===== src/rtl/sts_pkg.sv =====
// Shared constants for the sixteen bit timer counter.
// Assumes one synchronous clock domain; every user of these names writes sts_pkg::name.
package sts_pkg;

    // Counter width and value constants.
    localparam int          CNT_W      = 16;
    localparam logic [15:0] CNT_ZERO   = 16'h0000;
    localparam logic [15:0] CNT_TOP    = 16'hFFFF;
    localparam int          NUM_CH     = 3;

    // Counting mode field codes.
    localparam logic [1:0]  MODE_HALT  = 2'h0;
    localparam logic [1:0]  MODE_FREE  = 2'h1;
    localparam logic [1:0]  MODE_MOD   = 2'h2;
    localparam logic [1:0]  MODE_UPDN  = 2'h3;

    // Prescaler field codes for divide by 1, 8, 32 and 128.
    localparam logic [1:0]  DIV_1      = 2'h0;
    localparam logic [1:0]  DIV_8      = 2'h1;
    localparam logic [1:0]  DIV_32     = 2'h2;
    localparam logic [1:0]  DIV_128    = 2'h3;

    // Terminal counts of the divider stages (ratio minus one).
    localparam logic [6:0]  LIM_1      = 7'h00;
    localparam logic [6:0]  LIM_8      = 7'h07;
    localparam logic [6:0]  LIM_32     = 7'h1F;
    localparam logic [6:0]  LIM_128    = 7'h7F;
    localparam logic [6:0]  DIVCNT_RST = 7'h00;

    // Tick division: the system clock tick is divided by two to the power of the select.
    function automatic logic [6:0] tick_limit(input logic [2:0] sel);
        tick_limit = 7'((8'h01 << sel) - 8'h01);
    endfunction

    // Prescaler ratio decode.
    function automatic logic [6:0] prescale_limit(input logic [1:0] sel);
        case (sel)
            DIV_1:   prescale_limit = LIM_1;
            DIV_8:   prescale_limit = LIM_8;
            DIV_32:  prescale_limit = LIM_32;
            default: prescale_limit = LIM_128;
        endcase
    endfunction

endpackage


===== src/rtl/sts_prescaler.sv =====
// Two stage clock divider that yields the timer's active edge as a one cycle pulse.
// Assumes select inputs come from logic on sys_clk.
`timescale 1ns/1ps
module sts_prescaler (
    // Clock and reset.
    input  wire logic       sys_clk,
    input  wire logic       reset,
    // Division selects.
    input  wire logic [2:0] tick_divide_select,
    input  wire logic [1:0] prescale_select,
    // Active timer edge.
    output logic            timer_edge
);

    typedef struct packed {
        logic [6:0] tick_cnt;
        logic [6:0] pre_cnt;
        logic       edge_pulse;
    } sts_div_state_t;

    sts_div_state_t s_q;
    sts_div_state_t s_d;
    logic           tick_hit;
    logic           pre_hit;

    // Tick stage feeds the prescaler stage; a select change takes effect at once, as each count is compared with the live select.
    always_comb
    begin
        s_d      = s_q;
        tick_hit = (s_q.tick_cnt >= sts_pkg::tick_limit(tick_divide_select));
        pre_hit  = (s_q.pre_cnt >= sts_pkg::prescale_limit(prescale_select));
        s_d.edge_pulse = tick_hit && pre_hit;
        if (tick_hit)
        begin
            s_d.tick_cnt = sts_pkg::DIVCNT_RST;
            s_d.pre_cnt  = pre_hit ? sts_pkg::DIVCNT_RST : 7'(s_q.pre_cnt + 7'h01);
        end
        else
        begin
            s_d.tick_cnt = 7'(s_q.tick_cnt + 7'h01);
        end
    end

    // State register.
    always_ff @(posedge sys_clk or posedge reset)
    begin
        if (reset)
        begin
            s_q <= '{tick_cnt: sts_pkg::DIVCNT_RST, pre_cnt: sts_pkg::DIVCNT_RST,
                     edge_pulse: 1'b0};
        end
        else
        begin
            s_q <= s_d;
        end
    end

    assign timer_edge = s_q.edge_pulse;
endmodule // sts_prescaler


===== src/rtl/sts_timer.sv =====
// Sixteen bit timer counter core with prescaler, three counting modes and three channels.
// Assumes register strobes are one cycle pulses from logic on sys_clk; channel pins are async.
`timescale 1ns/1ps
module sts_timer (
    // Clock and reset.
    input  wire logic        sys_clk,
    input  wire logic        reset,
    // Timer control and status settings.
    input  wire logic [2:0]  tick_divide_select,
    input  wire logic [1:0]  prescale_select,
    input  wire logic [1:0]  count_mode,
    input  wire logic        overflow_irq_mask,
    input  wire logic        timer_irq_enable,
    // Counter access strobes.
    input  wire logic        count_low_rd,
    input  wire logic        count_low_wr,
    output logic [7:0]       count_low_byte,
    output logic [7:0]       count_high_byte,
    // Flag clear strobes and flags.
    input  wire logic        shared_flag_clr,
    input  wire logic        overflow_flag_clr,
    output logic             shared_timer_irq_flag,
    output logic             overflow_flag,
    output logic             irq_request,
    // Channel control and compare value writes.
    input  wire logic [2:0]  channel_control,
    input  wire logic [2:0]  channel_compare_low_wr,
    input  wire logic [2:0]  channel_compare_high_wr,
    input  wire logic [7:0]  channel_compare_wdata,
    output logic [47:0]      channel_value,
    // Channel pins.
    input  wire logic [2:0]  chan_pin_in,
    output logic [2:0]       chan_pin_out,
    output logic [2:0]       chan_pin_oe
);

    typedef struct packed {
        logic [15:0]      cnt;
        logic             down;
        logic [7:0]       low_byte;
        logic [7:0]       high_byte;
        logic             shared_flag;
        logic             ovf_flag;
        logic             irq;
        logic [2:0][15:0] value;
        logic [2:0][7:0]  low_buf;
        logic [2:0]       sync1;
        logic [2:0]       sync2;
        logic [2:0]       sync3;
        logic [2:0]       pin_level;
        logic [2:0]       pin_out;
        logic [2:0]       pin_oe;
    } sts_state_t;

    sts_state_t  s_q;
    sts_state_t  s_d;
    logic        timer_edge;
    logic        running;
    logic        terminal;
    logic [15:0] cmp0;
    logic [15:0] cnt_next;
    logic [2:0]  capture_hit;

    // Active edges of the timer clock.
    sts_prescaler u_prescaler (
        .sys_clk            (sys_clk),
        .reset              (reset),
        .tick_divide_select (tick_divide_select),
        .prescale_select    (prescale_select),
        .timer_edge         (timer_edge)
    );

    // Counter, flags, byte access, channel values and pins share one next-state process.
    always_comb
    begin
        s_d      = s_q;
        cmp0     = s_q.value[0];
        running  = (count_mode != sts_pkg::MODE_HALT);
        terminal = 1'b0;
        cnt_next = s_q.cnt;
        // Capture strobes per channel, high for one cycle on a filtered rising pin edge.
        capture_hit = '0;
        // Counting step for the selected mode.
        case (count_mode)
            sts_pkg::MODE_FREE:
            begin
                cnt_next = 16'(s_q.cnt + 16'h0001);
                terminal = (s_q.cnt == sts_pkg::CNT_TOP);
            end
            sts_pkg::MODE_MOD:
            begin
                terminal = (s_q.cnt == cmp0);
                cnt_next = terminal ? sts_pkg::CNT_ZERO : 16'(s_q.cnt + 16'h0001);
            end
            sts_pkg::MODE_UPDN:
            begin
                if (!s_q.down && s_q.cnt >= cmp0 && cmp0 != sts_pkg::CNT_ZERO)
                begin
                    cnt_next  = 16'(s_q.cnt - 16'h0001);
                    s_d.down  = timer_edge ? 1'b1 : s_q.down;
                end
                else if (s_q.down && s_q.cnt != sts_pkg::CNT_ZERO)
                begin
                    cnt_next = 16'(s_q.cnt - 16'h0001);
                    terminal = (s_q.cnt == 16'h0001);
                    s_d.down = (timer_edge && terminal) ? 1'b0 : s_q.down;
                end
                else
                begin
                    cnt_next = (cmp0 == sts_pkg::CNT_ZERO) ? sts_pkg::CNT_ZERO
                                                           : 16'(s_q.cnt + 16'h0001);
                    terminal = s_q.down || (cmp0 == sts_pkg::CNT_ZERO);
                    s_d.down = timer_edge ? 1'b0 : s_q.down;
                end
            end
            default:
            begin
                cnt_next = s_q.cnt;
            end
        endcase
        // A low byte write overrides counting and restarts from zero going up.
        if (count_low_wr)
        begin
            s_d.cnt  = sts_pkg::CNT_ZERO;
            s_d.down = 1'b0;
            terminal = 1'b0;
        end
        else if (running && timer_edge)
        begin
            s_d.cnt = cnt_next;
        end
        else
        begin
            terminal = 1'b0;
        end
        // Flags: a set in the same cycle as a clear wins, so no event is lost.
        s_d.shared_flag = terminal || (s_q.shared_flag && !shared_flag_clr);
        s_d.ovf_flag    = terminal || (s_q.ovf_flag && !overflow_flag_clr);
        // The request follows the flag, so enabling it later still reports a pending event.
        s_d.irq         = s_d.ovf_flag && overflow_irq_mask && timer_irq_enable;
        // Byte views: high byte is frozen at the instant the low byte is read.
        s_d.low_byte = s_d.cnt[7:0];
        if (count_low_rd)
        begin
            s_d.high_byte = s_q.cnt[15:8];
        end
        // Pin synchroniser; a change counts once stages two and three agree.
        s_d.sync1 = chan_pin_in;
        s_d.sync2 = s_q.sync1;
        s_d.sync3 = s_q.sync2;
        for (int ch = 0; ch < sts_pkg::NUM_CH; ch++)
        begin
            s_d.pin_oe[ch] = !channel_control[ch];
            // A pin change counts only once stages two and three agree; the price is
            // one more cycle of capture latency, the gain is that a glitch is ignored.
            if (s_q.sync2[ch] == s_q.sync3[ch])
            begin
                s_d.pin_level[ch] = s_q.sync3[ch];
            end
            capture_hit[ch] = s_q.sync2[ch] && s_q.sync3[ch] && !s_q.pin_level[ch];
            if (channel_compare_low_wr[ch])
            begin
                s_d.low_buf[ch] = channel_compare_wdata;
            end
            if (channel_compare_high_wr[ch])
            begin
                s_d.value[ch] = {channel_compare_wdata, s_q.low_buf[ch]};
            end
            else if (channel_control[ch] && running && capture_hit[ch])
            begin
                s_d.value[ch] = s_q.cnt;
            end
            // Compare mode toggles the pin once per matching timer edge.
            if (!channel_control[ch] && running && timer_edge && s_q.cnt == s_q.value[ch])
            begin
                s_d.pin_out[ch] = !s_q.pin_out[ch];
            end
        end
    end

    // State register.
    always_ff @(posedge sys_clk or posedge reset)
    begin
        if (reset)
        begin
            s_q <= '0;
            s_q.pin_oe <= 3'h7;
        end
        else
        begin
            s_q <= s_d;
        end
    end

    // Outputs come straight from the state register.
    assign count_low_byte        = s_q.low_byte;
    assign count_high_byte       = s_q.high_byte;
    assign shared_timer_irq_flag = s_q.shared_flag;
    assign overflow_flag         = s_q.ovf_flag;
    assign irq_request           = s_q.irq;
    assign channel_value         = s_q.value;
    assign chan_pin_out          = s_q.pin_out;
    assign chan_pin_oe           = s_q.pin_oe;
endmodule // sts_timer


===== config.mk =====
export PLATFORM = sky130hd
export DESIGN_NAME = sts_timer
export DESIGN_NICKNAME = d
export VERILOG_FILES = /design/src/rtl/sts_pkg.sv /design/src/rtl/sts_prescaler.sv /design/src/rtl/sts_timer.sv
export SDC_FILE = /design/constraint.sdc
export NUM_CORES = 1
export LEC_CHECK = 0
export BUFFER_PORTS_ARGS = -buffer_cell sky130_fd_sc_hd__buf_2
export CORE_UTILIZATION = 63
export DETAILED_ROUTE_END_ITERATION = 12
export PLACE_DENSITY = 0.86
export SETUP_SLACK_MARGIN = 0.05
export SLEW_MARGIN = 5
export SYNTH_ARGS = -nofsm -noshare
export SYNTH_HDL_FRONTEND = slang
export SYNTH_SLANG_ARGS = --single-unit

===== constraint.sdc =====
create_clock -name sys_clk -period 7.95 [get_ports sys_clk]
set_input_delay 0.3975 -clock sys_clk [delete_from_list [all_inputs] [get_ports sys_clk]]
set_output_delay 0.3975 -clock sys_clk [all_outputs]
set_load 0.005 [all_outputs]

# ---- Word-level counts from Yosys, hierarchy flattened
# Cells that the tools add are included.
dict set report op_classes {
  n_addsub 5
  n_lt_le_gt_ge 3
  eq_ne 15
  shift 1
  n_mux 28
  reduce_logical 60
}
# op count
set op_table {}
lappend op_table {{$mux W16} 12}
lappend op_table {{$eq A16 B16 Y1} 3}
lappend op_table {{$pmux W16 S3} 1}
lappend op_table {{$reduce_bool A16 Y1} 2}
lappend op_table {{$logic_and A1 B1 Y1} 31}
lappend op_table {{$pmux W7 S3} 1}
lappend op_table {{$add A16 B1 Y16 const B} 1}
lappend op_table {{$eq A16 B1 Y1 const B} 1}
lappend op_table {{$eq A16 B16 Y1 const B} 1}
lappend op_table {{$ge A16 B16 Y1} 1}
lappend op_table {{$logic_not A16 Y1} 1}
lappend op_table {{$sub A16 B1 Y16 const B} 1}
lappend op_table {{$add A7 B1 Y7 const B} 2}
lappend op_table {{$ge A7 B7 Y1} 2}
lappend op_table {{$mux W7} 2}
lappend op_table {{$logic_not A1 Y1} 12}
lappend op_table {{$reduce_bool A2 Y1} 6}
lappend op_table {{$mux W1} 11}
lappend op_table {{$shl A1 B3 Y7 const A} 1}
lappend op_table {{$sub A7 B1 Y7 const B} 1}
lappend op_table {{$eq A2 B2 Y1 const B} 3}
lappend op_table {{$eq A2 B1 Y1 const B} 2}
lappend op_table {{$ne A4 B3 Y1 const B} 1}
lappend op_table {{$reduce_and A4 Y1} 1}
lappend op_table {{8 further kinds} 12}
dict set report word_totals {
  ff_bits 133
  inputBits 35
}

# ---- Longest topological paths before layout
dict set report logic_depth {
  depth_word 10
  mapped_depth 12
  ltp_nobuf 10
}

# ---- Hierarchy
# A second synthesis with hierarchy kept.
dict set report hier_totals {
  hier_cells 854
  area_unflattened_um2 8211.6
}
# module n_inst cells_per_inst area_each_um2 seq_area_each_um2
set by_module_without_submodules {}
lappend by_module_without_submodules {sts_timer 1 741 7141.8 2956.6}
lappend by_module_without_submodules {sts_prescaler 1 113 1069.8 375.4}

# ---- Worst setup path before layout
# Ideal clock, no wire load.
dict set report synth_timing {
  path_type {reg2reg}
  from {register s_q[110] (netlist name)}
  to {register s_q[122] (netlist name)}
  t_arrival_ps 2837
  required_ps 7808
  path_slack_ps 4971
  path_stages_with_launch 13
  period_less_slack_ps 2979
  path_cell_list {dfrtp_1 clkbuf_1 inv_1 ha_1 nand2b_1 a2111o_1 a32oi_2 a31oi_1 o21a_1 buf_6 mux2_1 a21oi_1 o21ai_1}
}
dict set report synth_via {
  elab_chain_cells 7
  elab_cells_between_ends 15
}
# item line_no
set synth_lines {}
lappend synth_lines {{from (decl)} sts_timer.sv:55} ;# sts_state_t s_q;
lappend synth_lines {{$add A16 B1 Y16, or another cell as far along} {sts_timer.sv:87, sts_timer.sv:93, sts_timer.sv:111}}
lappend synth_lines {{$mux W16, or another cell as far along} sts_timer.sv:110} ;# cnt_next = (cmp0 == sts_pkg::CNT_ZERO) ? sts_pkg::CNT_ZERO
lappend synth_lines {{$mux W16 or $logic_and A1 B1 Y1 (tied branches)} {sts_timer.sv:102, sts_timer.sv:97}}
lappend synth_lines {{$mux W16} sts_timer.sv:97} ;# if (!s_q.down && s_q.cnt >= cmp0 && cmp0 != sts_pkg::CNT_ZERO)
lappend synth_lines {{$pmux W16 S3 (*)} sts_timer.sv:84} ;# case (count_mode)
lappend synth_lines {{$mux W16 (*)} sts_timer.sv:128} ;# else if (running && timer_edge)
lappend synth_lines {{$mux W16 (*)} sts_timer.sv:122} ;# if (count_low_wr)
# Mark *: on every way between the ends. The rest lies on a longest branch, timed or not. The select of a mux whose other input is x is not followed.
# A chain may end at the register's enable or synchronous reset.

# ---- Worst setup path in the final report
dict set report layout_timing {
  from {register s_q[110] (netlist name)}
  to {register s_q[113] (netlist name)}
}
# Same word-level chain as after synthesis.

==> impl_metrics.py <==
metrics = {
    "status": {
        "status": "completed",
    },
    "worst_setup_path": {
        "endpoint": "s_q[113]",
        "slowest_stage": "nor4_1",
        "r2r_cells": 10,
        "path_max_fanout": 14,
        "r2r_end": "s_q[113]",
        "critical_path_depth": 10,
        "path_common_cell": "inv_1",
        "crit_buf_inv": 2,
        "required_ps": 8230,
        "cp.arrival_ps": 3750,
        "start_kind": "flop",
        "rrSetupSlack_ps": 4480,
        "worstPathCellList": "inv_1 > ha_1 > nand4_1 > nor4_1 > o21ai_1 > inv_1 > o21ai_2 > and2_1 > a221oi_1 > a21oi_1",
        "critPathKind": "flop to flop",
        "crit_start": "s_q[110]",
        "slowest_delay_ps": 750,
        "cp-end-kind": "flop",
        "rr_startpoint": "s_q[110]",
        "cp_top_family": "simple AND/OR/NAND/NOR gates",
    },
    "global_route": {
        "grt-busiest-layer": "met2",
        "grt_pass1_vias": 6254,
        "grt_pass1_wl_microns": 33260,
        "antenna_found_initial": 0,
        "track_usage_pct": 34.18,
        "met2_usage_pct": 52.65,
        "grt_overflow": 0,
        "grt_max_degree": 73,
        "use_met1_pct": 44.36,
        "grt_util_met3_pct": 8.417,
    },
    "drt": {
        "wl_microns": 21140,
        "avgViaCountPerCell": 6.268,
        "vias": 6368,
        "ant_nets": 0,
        "route.detailed.drc": 0,
        "wire_per_inst_microns": 20.81,
        "drt-initial-drc-count": 571,
        "drtPass1Iterations": 8,
    },
    "timing": {
        "skew_ps": 5.256,
        "setup_viol": 0,
        "maxClockFrequency_mhz": 288.0,
        "maxSlewViolCount": 0,
        "hold_viol": 0,
        "grt_setup_unrepaired": "false",
        "tightest_slew_ps": 947.9,
        "post-route-min-period_ps": 3472,
        "slew-limit-headroom_pct": 35.81,
        "fin_crit_sh_pct": 43.67,
        "fin_setup_tns_ps": 0,
        "fin_ws_ps": 4478,
    },
    "clock_tree": {
        "cts_buffer_depth": 2,
        "cts_buffers": 17,
        "clkTransAtPathRegs_ps": 60,
        "cts_hold_buffers": 0,
        "root_buffer": "clkbuf_16",
        "htree_levels": 4,
        "clk_latency_ps": 430,
        "cts_tree": "yes",
        "cts_resized": 0,
        "clock-sinks": 133,
        "post_cts_buffers": 0,
    },
    "synthesis": {
        "synth_top_cell_area_share_pct": 40.89,
        "yosysMostFrequentCell": "dfrtp_1",
        "syn_area_sq_um": 7955,
        "async_flop_share_pct": 100.0,
        "ys_warn_count": 0,
        "synthTopCellsByArea": "dfrtp_1, buf_4, mux2i_1, ha_1, mux2_2",
        "synth-seq-cells": 133,
        "yosysTopAreaCell": "dfrtp_1",
        "avgSynthCellArea_sq_um": 9.809,
        "synth_common_cells": "dfrtp_1, nand2_1, buf_4",
        "ys_types": 63,
        "synth_edf_count": 0,
        "ys.flop_type": "dfrtp_1",
        "syn_inst": 811,
        "syn_nets": 885,
        "ys_seq_area_share_pct": 41.88,
    },
    "cells_and_area": {
        "drive_gt1_share_pct": 23.70,
        "areaGrowthSynthToFinish_pct": 9.862,
        "nNetsFinal": 909,
        "diodes": 0,
    },
    "die": {
        "pin_count": 108,
        "dieArea_sq_um": 13080,
        "fp.dieW_microns": 114.4,
        "start_util_pct": 65.41,
        "die_h_microns": 114.4,
        "rows": 40,
        "core_sq_um": 12160,
    },
    "placement": {
        "gp_congestion": 0.9119,
        "pre_cts_slack_ps": 4799,
        "dpl.hpwl_microns": 13510,
        "portBuffers": 107,
    },
    "power": {
        "powerDensity_nw_per_um2": 249.1,
        "ir_drop_uv": 185.5,
        "p_leak_nw": 4.253,
        "p_total_mw": 2.177,
    },
    "run": {
        "cap_viol_max_count": 0,
    },
    "min_path": {
        "hp-class": "primary input to flop",
    },
}
==> worst min path at each step <==
stage,end,slack [ps],from,depth (start not counted)
5_1_grt,s_d[12],70,chan_pin_in[0],1
2_1_floorplan,s_d[10],330,s_d[13],0
3_5_place_dp,s_d[10],340,s_d[13],0
3_3_place_gp,s_d[11],330,s_d[14],0
4_1_cts,s_d[14],70,chan_pin_in[2],1
6_report,s_d[14],70,chan_pin_in[2],1
==> sequential cells by signal (all words and copies together) (netlist names) <==
register                count
chan_pin_out                3
shared_timer_irq_flag       1
channel_value              32
s_d                         6
s_q                        47
chan_pin_oe                 3
irq_request                 1
u_prescaler.s_q            14
u_prescaler.timer_edge      1
count_high_byte             8
cmp0                       16
overflow_flag               1
==> report_power, final <==
part           leakage [nW]  switching [mW]  internal [mW]
Combinational          2.22           0.263          0.195
Sequential             1.70          0.0897          0.752
Clock                 0.329           0.294          0.583
==> cells in the final DEF, fill, tap and decap left out, types with 14 or more instances in the layout <==
master     netlist  final
inv_1           34     33
nand4_1         14     14
o21ai_0         57     57
nand2b_1        14     14
a21oi_1         18     18
ha_1            39     39
mux2i_1         51     51
mux2_2          38     38
nand2_1         84     84
nor2_1          31     31
dfrtp_1        130    130
xnor2_1         33     33
clkbuf_16        0     17
buf_2            4    107
nand3_1         18     18
==> through the flow <==
step	hold WS (ps)	instances	area, sq um	util (%)
CTS	66.02	1016	8740	71.86
detailed placement	337.1	984	8075	66.40
global placement	332.7	984	8075	66.40
global route	66.71	1016	8740	71.86
floorplan	331.2	811	7955	-
finish	71.97	1016	8740	71.86
==> metal layers <==
layer  vias up  routed length, microns
met3        89                    2022
li1       2806                       -
met1      3077                    8415
met2       396                    9591
met5         -                       0
met4         0                    1112
==> area by class of cell <==
class | instances | area (sq um)
tap | 168 | 210.2
fill | 830 | 3422
inverter | 34 | 130.1
multi-input combinational | 532 | 3792
sequential | 133 | 3332
clock inverter | 7 | 138.9
timing repair buffer | 117 | 610.6
clock buffer | 25 | 525.5
==> logic make-up (layout without fill, tap and decap cells) <==
logic type,after synthesis,count (layout),share of synthesized area (%)
flip-flops,133,133,41.88
multiplexers,90,90,11.94
buffers and inverters,146,183,10.44
adder cells (fa/ha/maj),39,39,6.134
XOR/XNOR,44,44,4.844
AO/OA/AOI/OAI,142,142,11.48
AND/OR/NAND/NOR,217,217,13.27
Note: power is estimated with default switching activity, not from simulation.
